===== config.mk =====
export PLATFORM = sky130hd
export DESIGN_NAME = asf_top
export DESIGN_NICKNAME = d
export VERILOG_FILES = /design/src/pkg/asf_pkg.sv /design/src/design/asf_fifo.sv /design/src/design/asf_fmt.sv /design/src/design/asf_top.sv
export SDC_FILE = /design/constraint.sdc
export NUM_CORES = 2
export LEC_CHECK = 0
export ABC_AREA = 1
export BUFFER_PORTS_ARGS = -buffer_cell sky130_fd_sc_hd__buf_2
export CAP_MARGIN = 40
export CORE_UTILIZATION = 43
export DETAILED_ROUTE_END_ITERATION = 10
export SLEW_MARGIN = 20
export SYNTH_ARGS = -nofsm -noshare
export SYNTH_HDL_FRONTEND = slang
export SYNTH_SLANG_ARGS = --single-unit
export TNS_END_PERCENT = 10

===== constraint.sdc =====
create_clock -name clk_in -period 25.3 [get_ports clk_in]
set_input_delay 0 -clock clk_in [delete_from_list [all_inputs] [get_ports clk_in]]
set_output_delay 0 -clock clk_in [all_outputs]
set_load 0.05 [all_outputs]

===== src/pkg/asf_pkg.sv =====
// Shared constants and types for the accelerometer sample buffer and wake block
package asf_pkg;
  // ----------------------------------------
  // Sizes
  // ----------------------------------------
  localparam int AXES = 3;
  localparam int SMP_W = 12;
  localparam int RAW_W = 16;
  localparam int BUF_DEPTH = 32;
  localparam int CNT_W = 6;
  localparam int PTR_W = 5;
  localparam int STAGE_DEPTH = 4;
  localparam int NUM_IRQ = 7;
  localparam int NUM_WAKE = 4;
  localparam int GAIN_SHIFT = 9;
  localparam int BASE_SHIFT = 2;
  localparam int SAT_HI = 2047;
  localparam int SAT_LO = -2048;
  localparam logic [SMP_W-1:0] SMP_POS_MAX = 12'h7ff;
  localparam logic [SMP_W-1:0] SMP_NEG_MAX = 12'h800;
  localparam logic [7:0] REG_RESET = 8'h00;
  // ----------------------------------------
  // Register offsets
  // ----------------------------------------
  localparam logic [7:0] ADDR_STATUS = 8'h00;
  localparam logic [7:0] ADDR_X_HI = 8'h01;
  localparam logic [7:0] ADDR_Z_HI = 8'h05;
  localparam logic [7:0] ADDR_Z_LO = 8'h06;
  localparam logic [7:0] ADDR_BUF_SETUP = 8'h09;
  localparam logic [7:0] ADDR_TRIG_POST = 8'h0a;
  localparam logic [7:0] ADDR_SYSMODE = 8'h0b;
  localparam logic [7:0] ADDR_RANGE = 8'h0e;
  localparam logic [7:0] ADDR_SLEEP_TIMEOUT = 8'h29;
  localparam logic [7:0] ADDR_PRIMARY_CTL = 8'h2a;
  localparam logic [7:0] ADDR_OVERSAMPLE = 8'h2b;
  localparam logic [7:0] ADDR_WAKE_ROUTE = 8'h2c;
  localparam logic [7:0] ADDR_IRQ_ENABLE = 8'h2d;
  localparam logic [7:0] ADDR_IRQ_ROUTE = 8'h2e;
  localparam logic [7:0] ADDR_UOFF_X = 8'h2f;
  localparam logic [7:0] ADDR_UOFF_Z = 8'h31;
  // ----------------------------------------
  // Field positions
  // ----------------------------------------
  localparam int CTL_ACTIVE = 0;
  localparam int CTL_FAST_READ = 1;
  localparam int CTL_AUTO_SLEEP = 2;
  localparam int CTL_ODR_LSB = 3;
  localparam int SETUP_MODE_LSB = 6;
  localparam int WAKE_GATE = 7;
  localparam int OVS_SLEEP_ODR_LSB = 6;
  localparam int IRQ_DRDY = 0;
  localparam int IRQ_BUF = 5;
  localparam int IRQ_SLEEP = 6;
  // ----------------------------------------
  // Types
  // ----------------------------------------
  typedef enum logic [1:0] {
    ASF_BUF_OFF = 2'b00,
    ASF_BUF_CIRC = 2'b01,
    ASF_BUF_FILL = 2'b10,
    ASF_BUF_TRIG = 2'b11
  } asf_buf_mode_t;
  typedef enum logic [1:0] {
    ASF_OVS_NORMAL = 2'b00,
    ASF_OVS_LNLP = 2'b01,
    ASF_OVS_HIRES = 2'b10,
    ASF_OVS_LOWPWR = 2'b11
  } asf_ovs_mode_t;
  typedef logic [AXES-1:0][RAW_W-1:0] asf_raw_t;
  typedef logic [AXES-1:0][SMP_W-1:0] asf_smp_t;
  typedef struct packed {logic [7:0] gain; logic [7:0] offset;} asf_trim_t;
  typedef asf_trim_t [AXES-1:0] asf_trim_set_t;
  typedef struct packed {logic transient; logic orient; logic tap; logic motion;} asf_evt_t;
  typedef struct packed {logic wr; logic rd; logic [7:0] addr; logic [7:0] wdata;} asf_reg_req_t;
endpackage


===== src/design/asf_fifo.sv =====
// Small staging FIFO with valid/ready on both sides
`timescale 1ns/1ps
`default_nettype none
module asf_fifo #(
  parameter int WIDTH = 8,
  parameter int DEPTH = 4
) (
  // Clock and reset
  input wire logic clk_in,
  input wire logic resetn_in,
  // Fill side
  input wire logic in_valid_in,
  output logic in_ready_out,
  input wire logic [WIDTH-1:0] in_data_in,
  // Drain side
  output logic out_valid_out,
  input wire logic out_ready_in,
  output logic [WIDTH-1:0] out_data_out
);
  localparam int AW = $clog2(DEPTH);
  localparam int CW = $clog2(DEPTH + 1);
  typedef struct packed {
    logic [DEPTH-1:0][WIDTH-1:0] mem;
    logic [AW-1:0] wp;
    logic [AW-1:0] rp;
    logic [CW-1:0] cnt;
    logic rdy;
  } asf_fifo_st_t;
  localparam asf_fifo_st_t ST_RESET = '{mem: '0, wp: '0, rp: '0, cnt: '0, rdy: 1'b1};
  asf_fifo_st_t st_reg;
  asf_fifo_st_t st_next;
  logic push;
  logic pop;

  assign push = in_valid_in & st_reg.rdy;
  assign pop = out_valid_out & out_ready_in;
  assign in_ready_out = st_reg.rdy;
  assign out_valid_out = (st_reg.cnt != '0);
  assign out_data_out = st_reg.mem[st_reg.rp];

  always_comb begin
    st_next = st_reg;
    if (push) begin
      st_next.mem[st_reg.wp] = in_data_in;
      st_next.wp = (st_reg.wp == AW'(DEPTH - 1)) ? '0 : st_reg.wp + 1'b1;
    end
    if (pop) begin
      st_next.rp = (st_reg.rp == AW'(DEPTH - 1)) ? '0 : st_reg.rp + 1'b1;
    end
    st_next.cnt = st_reg.cnt + CW'(push) - CW'(pop);
    // Registered ready so the source sees a clean flop
    st_next.rdy = (st_next.cnt != CW'(DEPTH));
  end

  always_ff @(posedge clk_in or negedge resetn_in) begin
    if (!resetn_in) begin
      st_reg <= ST_RESET;
    end else begin
      st_reg <= st_next;
    end
  end
endmodule
`default_nettype wire


===== src/design/asf_fmt.sv =====
// Per-axis trim, range scaling, user offset and 12-bit saturation
`timescale 1ns/1ps
`default_nettype none
module asf_fmt
  import asf_pkg::*;
(
  // Raw sample and correction terms
  input wire logic [asf_pkg::RAW_W-1:0] raw_in,
  input wire asf_pkg::asf_trim_t trim_in,
  input wire logic [7:0] user_off_in,
  input wire logic [1:0] range_in,
  // Formatted sample
  output logic [asf_pkg::SMP_W-1:0] smp_out
);
  logic signed [23:0] base;
  logic signed [47:0] prod;
  logic signed [23:0] gained;
  logic signed [23:0] scaled;
  logic signed [23:0] total;
  logic [1:0] rsel;

  always_comb begin
    rsel = (range_in == 2'b11) ? 2'b10 : range_in;
    base = $signed({{8{raw_in[RAW_W-1]}}, raw_in}) + $signed({{16{trim_in.offset[7]}}, trim_in.offset});
    prod = base * $signed({{16{trim_in.gain[7]}}, trim_in.gain});
    gained = base + prod[GAIN_SHIFT +: 24];
    // Wider range means fewer counts per g
    scaled = gained >>> (BASE_SHIFT + int'(rsel));
    total = scaled + $signed({{16{user_off_in[7]}}, user_off_in});
    if (total > SAT_HI) begin
      smp_out = SMP_POS_MAX;
    end else if (total < SAT_LO) begin
      smp_out = SMP_NEG_MAX;
    end else begin
      smp_out = total[SMP_W-1:0];
    end
  end
endmodule
`default_nettype wire


===== src/design/asf_top.sv =====
// Accelerometer sample formatting, 32-entry sample buffer and auto wake/sleep
// Function
// - Trim values load from non-volatile store before any sample is produced.
// - Three volatile 8-bit user offsets, one per axis, adjust output.
// - Each axis sample is 12-bit two's complement in high and low bytes.
// - High byte holds the upper eight bits, a valid 8-bit result.
// - Fast-read bit set delivers only 8-bit results; clear reads 12 bits.
// - One count is 1/1024, 1/512 or 1/256 g per range.
// - Codes saturate between 0x7ff and 0x800.
// - 8-bit result is sixteen times coarser, four low bits dropped.
// - Sample buffer of 32 entries per axis filled without the host.
// - Buffer works at every data rate, with 12-bit or 8-bit readout.
// - Buffer mode fill, circular, trigger or disabled set at offset 0x09.
// - Fill mode keeps first 32, flags overflow, stops until read.
// - Circular mode overwrites oldest so newest 32 samples remain.
// - Trigger mode holds samples to the trigger then a programmed count more.
// - Host is flagged when stored count reaches watermark, 1 to 32.
// - Oversample mode 10 at 0x2B selects high resolution.
// - Oversample mode 11 selects lowest power.
// - Enabled tap, orientation, motion or transient event wakes the device.
// - No enabled event beyond the timeout drops to the sleep rate.
// - Gate bit at 0x2C holds buffer data; buffer events never wake.
// - Continually serviced enabled buffer interrupt keeps device awake.
// - Each of seven interrupt sources routes to either pin.
// - Buffer and wake state reset on standby to active transition.
// - Sampling and buffering run only while active; registers stay open.
`timescale 1ns/1ps
`default_nettype none
module asf_top
  import asf_pkg::*;
(
  // Clock and reset
  input wire logic clk_in,
  input wire logic resetn_in,
  // Raw samples from the converter
  input wire logic sample_valid_in,
  output logic sample_ready_out,
  input wire asf_pkg::asf_raw_t sample_in,
  // Factory trim
  input wire logic nvm_valid_in,
  input wire asf_pkg::asf_trim_set_t nvm_trim_in,
  // Embedded detector events and buffer trigger
  input wire asf_pkg::asf_evt_t evt_in,
  input wire logic trig_in,
  // Register port from the serial front end
  input wire asf_pkg::asf_reg_req_t reg_req_in,
  output logic [7:0] reg_rdata_out,
  // Pins and analog controls
  output logic irq_pin_a_out,
  output logic irq_pin_b_out,
  output logic sleep_rate_out,
  output logic [2:0] output_data_rate_out,
  output logic [1:0] oversample_mode_out
);
  typedef struct packed {
    logic [BUF_DEPTH-1:0][AXES*SMP_W-1:0] mem;
    logic [AXES*SMP_W-1:0] latest;
    asf_trim_set_t trim;
    logic [AXES-1:0][7:0] uoff;
    logic [7:0] ctl, setup, trig_post, range, oversample, wake;
    logic [7:0] irq_en, irq_route, sleep_to, idle, post_left, rdata;
    logic [PTR_W-1:0] wp;
    logic [PTR_W-1:0] rp;
    logic [CNT_W-1:0] cnt;
    logic trim_ok, active_q, ovf, trig_seen, drdy, awake, sleep_chg, irq_a, irq_b, asleep;
    logic [2:0] output_data_rate;
  } asf_state_t;

  asf_state_t st_reg;
  asf_state_t st_next;
  asf_raw_t stage_data;
  asf_smp_t fmt_smp;
  logic stage_valid, drain_ready, accept, push, pop, ovwr, full, hold;
  logic wm_hit, wake_evt, pop_rd, going_active;
  logic [NUM_IRQ-1:0] irq_src;
  asf_buf_mode_t mode;

  // ----------------------------------------
  // Byte view of a stored sample
  // ----------------------------------------
  function automatic logic [7:0] smp_byte(input logic [SMP_W-1:0] smp, input logic hi);
    smp_byte = hi ? smp[SMP_W-1:4] : {smp[3:0], 4'h0};
  endfunction

  function automatic logic [7:0] data_byte(input asf_state_t s, input logic [7:0] addr);
    logic [2:0] idx;
    logic [SMP_W-1:0] smp;
    idx = 3'(addr - ADDR_X_HI);
    if (asf_buf_mode_t'(s.setup[SETUP_MODE_LSB +: 2]) == ASF_BUF_OFF) begin
      smp = s.latest[idx[2:1]*SMP_W +: SMP_W];
    end else if (s.cnt == '0) begin
      smp = '0;
    end else begin
      smp = s.mem[s.rp][idx[2:1]*SMP_W +: SMP_W];
    end
    data_byte = smp_byte(smp, ~idx[0]);
  endfunction

  // ----------------------------------------
  // Staging FIFO and formatting
  // ----------------------------------------
  asf_fifo #(.WIDTH(AXES * RAW_W), .DEPTH(STAGE_DEPTH)) u_stage (
    .clk_in(clk_in),
    .resetn_in(resetn_in),
    .in_valid_in(sample_valid_in),
    .in_ready_out(sample_ready_out),
    .in_data_in(sample_in),
    .out_valid_out(stage_valid),
    .out_ready_in(drain_ready),
    .out_data_out(stage_data)
  );

  genvar ax;
  generate
    for (ax = 0; ax < AXES; ax++) begin : g_axis
      asf_fmt u_fmt (
        .raw_in(stage_data[ax]),
        .trim_in(st_reg.trim[ax]),
        .user_off_in(st_reg.uoff[ax]),
        .range_in(st_reg.range[1:0]),
        .smp_out(fmt_smp[ax])
      );
    end
  endgenerate

  // ----------------------------------------
  // Buffer control terms
  // ----------------------------------------
  // Samples wait in staging until trim is loaded and the block is active
  assign drain_ready = st_reg.trim_ok & st_reg.ctl[CTL_ACTIVE];
  assign accept = stage_valid & drain_ready;
  assign mode = asf_buf_mode_t'(st_reg.setup[SETUP_MODE_LSB +: 2]);
  assign full = (st_reg.cnt == CNT_W'(BUF_DEPTH));
  assign hold = st_reg.wake[WAKE_GATE] & ~st_reg.awake;
  // Fast read ends a sample on the last high byte, otherwise on the last low byte
  assign pop_rd = reg_req_in.rd & (st_reg.cnt != '0) & (mode != ASF_BUF_OFF)
    & (reg_req_in.addr == (st_reg.ctl[CTL_FAST_READ] ? ADDR_Z_HI : ADDR_Z_LO));
  assign pop = pop_rd;
  assign wm_hit = (st_reg.setup[5:0] != '0) && (st_reg.cnt >= st_reg.setup[5:0]);
  assign going_active = st_reg.ctl[CTL_ACTIVE] & ~st_reg.active_q;
  assign wake_evt = |(evt_in & st_reg.wake[NUM_WAKE-1:0]) & st_reg.ctl[CTL_ACTIVE];

  always_comb begin
    push = 1'b0;
    ovwr = 1'b0;
    if (accept && !hold) begin
      unique case (mode)
        ASF_BUF_OFF: push = 1'b0;
        ASF_BUF_FILL: push = !full || pop;
        ASF_BUF_CIRC: begin
          push = 1'b1;
          ovwr = full && !pop;
        end
        ASF_BUF_TRIG: begin
          push = st_reg.trig_seen ? ((st_reg.post_left != '0) && (!full || pop)) : 1'b1;
          ovwr = !st_reg.trig_seen && full && !pop;
        end
      endcase
    end
  end

  assign irq_src = {st_reg.sleep_chg, wm_hit | st_reg.ovf, evt_in, st_reg.drdy};

  // ----------------------------------------
  // Next state
  // ----------------------------------------
  always_comb begin
    st_next = st_reg;
    st_next.active_q = st_reg.ctl[CTL_ACTIVE];
    if (nvm_valid_in && !st_reg.trim_ok) begin
      st_next.trim = nvm_trim_in;
      st_next.trim_ok = 1'b1;
    end
    // Register writes stay open in standby
    if (reg_req_in.wr) begin
      unique case (reg_req_in.addr)
        ADDR_BUF_SETUP: st_next.setup = reg_req_in.wdata;
        ADDR_TRIG_POST: st_next.trig_post = reg_req_in.wdata;
        ADDR_RANGE: st_next.range = reg_req_in.wdata;
        ADDR_SLEEP_TIMEOUT: st_next.sleep_to = reg_req_in.wdata;
        ADDR_PRIMARY_CTL: st_next.ctl = reg_req_in.wdata;
        ADDR_OVERSAMPLE: st_next.oversample = reg_req_in.wdata;
        ADDR_WAKE_ROUTE: st_next.wake = reg_req_in.wdata;
        ADDR_IRQ_ENABLE: st_next.irq_en = reg_req_in.wdata;
        ADDR_IRQ_ROUTE: st_next.irq_route = reg_req_in.wdata;
        default: begin
          if (reg_req_in.addr >= ADDR_UOFF_X && reg_req_in.addr <= ADDR_UOFF_Z) begin
            st_next.uoff[2'(reg_req_in.addr - ADDR_UOFF_X)] = reg_req_in.wdata;
          end
        end
      endcase
    end
    // Clears first so a same-cycle set wins
    if (reg_req_in.rd && reg_req_in.addr == ADDR_SYSMODE) begin
      st_next.sleep_chg = 1'b0;
    end
    if (pop_rd) begin
      st_next.ovf = 1'b0;
      st_next.drdy = 1'b0;
    end
    if (trig_in && mode == ASF_BUF_TRIG && !st_reg.trig_seen && st_reg.ctl[CTL_ACTIVE]) begin
      st_next.trig_seen = 1'b1;
      st_next.post_left = st_reg.trig_post;
    end
    if (accept) begin
      st_next.latest = fmt_smp;
      st_next.drdy = 1'b1;
      if (mode == ASF_BUF_FILL && full && !pop && !hold) begin
        st_next.ovf = 1'b1;
      end
      if (mode == ASF_BUF_TRIG && st_reg.trig_seen && push) begin
        st_next.post_left = st_reg.post_left - 8'h01;
      end
    end
    if (push) begin
      st_next.mem[st_reg.wp] = fmt_smp;
      st_next.wp = st_reg.wp + 1'b1;
    end
    if (pop || ovwr) begin
      st_next.rp = st_reg.rp + 1'b1;
    end
    st_next.cnt = st_reg.cnt + CNT_W'(push) - CNT_W'(pop) - CNT_W'(ovwr);
    // Auto wake/sleep, counted in accepted samples
    if (wake_evt || (pop_rd && st_reg.irq_en[IRQ_BUF] && st_reg.awake)) begin
      st_next.idle = '0;
      if (!st_reg.awake) begin
        st_next.awake = 1'b1;
        st_next.sleep_chg = 1'b1;
      end
    end else if (accept && st_reg.awake && st_reg.ctl[CTL_AUTO_SLEEP]) begin
      if (st_reg.idle > st_reg.sleep_to) begin
        st_next.awake = 1'b0;
        st_next.sleep_chg = 1'b1;
        st_next.idle = '0;
      end else begin
        st_next.idle = st_reg.idle + 8'h01;
      end
    end
    if (going_active) begin
      st_next.wp = '0;
      st_next.rp = '0;
      st_next.cnt = '0;
      st_next.ovf = 1'b0;
      st_next.trig_seen = 1'b0;
      st_next.post_left = '0;
      st_next.drdy = 1'b0;
      st_next.idle = '0;
      st_next.awake = 1'b1;
      st_next.latest = '0;
    end
    st_next.irq_a = |(irq_src & st_reg.irq_en[NUM_IRQ-1:0] & st_reg.irq_route[NUM_IRQ-1:0]);
    st_next.irq_b = |(irq_src & st_reg.irq_en[NUM_IRQ-1:0] & ~st_reg.irq_route[NUM_IRQ-1:0]);
    // Rate pins held in flops, in step with the awake state
    st_next.asleep = ~st_next.awake;
    st_next.output_data_rate = st_next.awake ? st_next.ctl[CTL_ODR_LSB +: 3]
      : {1'b1, st_next.oversample[OVS_SLEEP_ODR_LSB +: 2]};
    // Read data, one cycle after the strobe
    if (reg_req_in.rd) begin
      unique case (reg_req_in.addr)
        ADDR_STATUS: st_next.rdata = {st_reg.ovf, wm_hit, st_reg.cnt};
        ADDR_BUF_SETUP: st_next.rdata = st_reg.setup;
        ADDR_TRIG_POST: st_next.rdata = st_reg.trig_post;
        ADDR_SYSMODE: st_next.rdata = {5'h00, st_reg.sleep_chg, st_reg.trig_seen, st_reg.awake};
        ADDR_RANGE: st_next.rdata = st_reg.range;
        ADDR_SLEEP_TIMEOUT: st_next.rdata = st_reg.sleep_to;
        ADDR_PRIMARY_CTL: st_next.rdata = st_reg.ctl;
        ADDR_OVERSAMPLE: st_next.rdata = st_reg.oversample;
        ADDR_WAKE_ROUTE: st_next.rdata = st_reg.wake;
        ADDR_IRQ_ENABLE: st_next.rdata = st_reg.irq_en;
        ADDR_IRQ_ROUTE: st_next.rdata = st_reg.irq_route;
        default: begin
          if (reg_req_in.addr >= ADDR_X_HI && reg_req_in.addr <= ADDR_Z_LO) begin
            st_next.rdata = data_byte(st_reg, reg_req_in.addr);
          end else if (reg_req_in.addr >= ADDR_UOFF_X && reg_req_in.addr <= ADDR_UOFF_Z) begin
            st_next.rdata = st_reg.uoff[2'(reg_req_in.addr - ADDR_UOFF_X)];
          end else begin
            st_next.rdata = REG_RESET;
          end
        end
      endcase
    end
  end

  always_ff @(posedge clk_in or negedge resetn_in) begin
    if (!resetn_in) begin
      st_reg <= '0;
    end else begin
      st_reg <= st_next;
    end
  end

  // ----------------------------------------
  // Outputs
  // ----------------------------------------
  assign reg_rdata_out = st_reg.rdata;
  assign irq_pin_a_out = st_reg.irq_a;
  assign irq_pin_b_out = st_reg.irq_b;
  assign sleep_rate_out = st_reg.asleep;
  assign output_data_rate_out = st_reg.output_data_rate;
  // Resolution or power is traded in the converter; the data path is unchanged
  assign oversample_mode_out = st_reg.oversample[1:0];
endmodule
`default_nettype wire


==> results.sh <==
export IMPL_cp_slowest_cell="o22ai_1"
export IMPL_largest_reg_flops=1364
export IMPL_dpl_hpwl_um=230000
export IMPL_dieArea_um2=228000
export IMPL_crit_arrival_ns=14.22
export IMPL_fin_tns_setup_ns=0
export IMPL_layout_common_cells="nand2_1 (5023), dfrtp_1 (1580), nor2_1 (1412)"
export IMPL_end_kind="flop"
export IMPL_cp_max_fo=72
export IMPL_ys_seq_area_frac=0.409
export IMPL_ioPinCount=140
export IMPL_drt_pass1_iter_count=8
export IMPL_area_growth_pct=13.0
export IMPL_syn_nets=14000
export IMPL_max_slew_margin=0.271
export IMPL_grt_ovfl_total=0
export IMPL_cts_setup_buffers=0
export IMPL_hold_class="in -> reg"
export IMPL_syn_area_per_cell_um2=7.35
export IMPL_synth_edff_count=0
export IMPL_ys_warn_count=0
export IMPL_drc=0
export IMPL_grtUsageTotal=0.308
export IMPL_startpoint="u_stage.st_reg[4]"
export IMPL_period_needed_ns=13.43
export IMPL_fp_dieH_um=477
export IMPL_status="completed"
export IMPL_io_buffers=139
export IMPL_avgViaCountPerCell=5.52
export IMPL_slowest_delay_ns=0.72
export IMPL_start_util=0.435
export IMPL_nNetsFinal=14000
export IMPL_num_rows=173
export IMPL_clock_skew_ns=0.0454
export IMPL_synth_cell_type_count=58
export IMPL_ant_nets=0
export IMPL_yosysTopAreaCell="dfrtp_1"
export IMPL_fmax_ghz=0.0745
export IMPL_vias=90200
export IMPL_cts_tree="done"
export IMPL_critPathKind="reg -> reg"
export IMPL_worstMarginPinSlew_ns=1.09
export IMPL_wl_per_cell_um=21.7
export IMPL_hold_start="sample_in[29]"
export IMPL_finalSetupViolations=0
export IMPL_grt_pass1_wl_um=541000
export IMPL_drt_iter0_drc=10000
export IMPL_crit_path_frequent_cell="nand2_1"
export IMPL_synth_seq_cells=1585
export IMPL_synth_area_um2=97000
export IMPL_hold_viol=0
export IMPL_synth_top_area_share=0.409
export IMPL_cp_required_ns=26.09
export IMPL_synth_async_reset_ratio=1.00
export IMPL_coreArea_um2=223000
export IMPL_yosys_top_cells_area="dfrtp_1 (41%), nand2_1 (20%), fa_1 (6.8%)"
export IMPL_cts_sinks=1585
export IMPL_layout_commonest_cell="nand2_1"
export IMPL_grt_pass1_vias=87400
export IMPL_cts_hold_buffers=225
export IMPL_drv_cap=0
export IMPL_slew_violations=0
export IMPL_grt_setup_unrepaired="false"
export IMPL_dieWidth_um=477
export IMPL_r2r_end="st_reg[277]"
export IMPL_fin_util=0.491
export IMPL_num_fill_cells=21700
export IMPL_place_gp_congestion=0.934
export IMPL_cts_buffer_depth=3
export IMPL_wl_um=354000
export IMPL_antenna_found_initial=15
export IMPL_reg2reg_slack_ns=11.87
export IMPL_clk_pin_slew_worst_paths_ns=0.06
export IMPL_ys_flop_type="dfrtp_1"
export IMPL_clockRootBuffer="clkbuf_16"
export IMPL_synth_cells=13200
export IMPL_r2r_start="u_stage.st_reg[4]"
export IMPL_drive_gt1_frac=0.0606
export IMPL_cts_resized=0
export IMPL_reg2regPathDepth=57
export IMPL_hold_path_depth=4
export IMPL_finalCritPeriodShare=0.531
export IMPL_worstSetupStartpointType="flop"
export IMPL_htree_levels=4
export IMPL_hold_end="u_stage.st_reg[85]"
export IMPL_clock_latency_ns=0.85
export IMPL_cts_buffers=178
export IMPL_grt_max_degree=165
-- metal layers --
metal | GRT usage | up-vias | part of all wire
li1 | - | 41500 | -
met1 | 0.409 | 43900 | 0.41
met2 | 0.486 | 4077 | 0.45
met3 | 0.0632 | 711 | 0.091
met4 | 0.138 | 10 | 0.050
met5 | 0 | - | 0.00014
-- critical path: cells and delay by family (launching register included) --
kind / cells / cell delay, ns
AND/OR/NAND/NOR: 29 / 4.18
AO/OA/AOI/OAI: 9 / 2.38
XOR/XNOR: 2 / 0.47
adder cells (fa/ha/maj): 8 / 3.44
buffers and inverters: 9 / 2.08
flip-flops: 1 / 0.66
-- cell families (layout without fill, tap and decap cells) --
group | count (synthesis) | count (layout) | synth area share
AND/OR/NAND/NOR | 7295 | 7295 | 0.296
AO/OA/AOI/OAI | 1751 | 1751 | 0.0977
buffers and inverters | 1728 | 1872 | 0.0697
flip-flops | 1585 | 1585 | 0.409
adder cells (fa/ha/maj) | 659 | 659 | 0.111
XOR/XNOR | 160 | 160 | 0.0144
multiplexers | 24 | 24 | 0.00279
other | 0 | 7 | 0
-- worst max-delay path by stage --
stage	end	depth (start not counted)
floorplan	st_reg[1089]	59
global placement	st_reg[718]	54
detailed placement	st_reg[1006]	49
CTS	st_reg[1006]	49
global route	st_reg[241]	57
finish	st_reg[277]	57
-- through the flow --
step	hold WS [ns]	cells	instance area (um2)	setup slack, ns
CTS	0.00210	16300	109000	11.42
global placement	0.145	15700	99700	11.36
detailed placement	0.155	15800	101000	11.47
finish	0.0566	16300	110000	11.87
global route	0.0668	16300	110000	10.69
floorplan	-0.296	13200	97000	15.43
-- Yosys cell counts, drive strengths merged (23+ instances only) --
| cell type | instances |
|---|---|
| a21oi | 369 |
| buf | 231 |
| clkbuf | 523 |
| dfrtp | 1584 |
| fa | 330 |
| ha | 329 |
| inv | 957 |
| mux2 | 24 |
| nand2 | 5059 |
| nand3 | 648 |
| nand4 | 29 |
| nor2 | 1447 |
| nor3 | 46 |
| o211ai | 87 |
| o21a | 23 |
| o21ai | 1074 |
| o22ai | 93 |
| or2 | 28 |
| xnor2 | 62 |
| xor2 | 98 |
-- cell type report --
type	count	area, um2	share of cell area
antenna	7	17.5	0.000160
multi-input combinational	9889	50800	0.463
sequential	1585	39700	0.362
clock buffer	258	5170	0.0472
inverter	974	3670	0.0335
timing repair buffer	577	5710	0.0521
tap	2975	3720	0.0340
clock inverter	63	840	0.00766
Power is not shown: default switching activity piles up to over one toggle a cycle in this logic, so the estimate is an artifact.
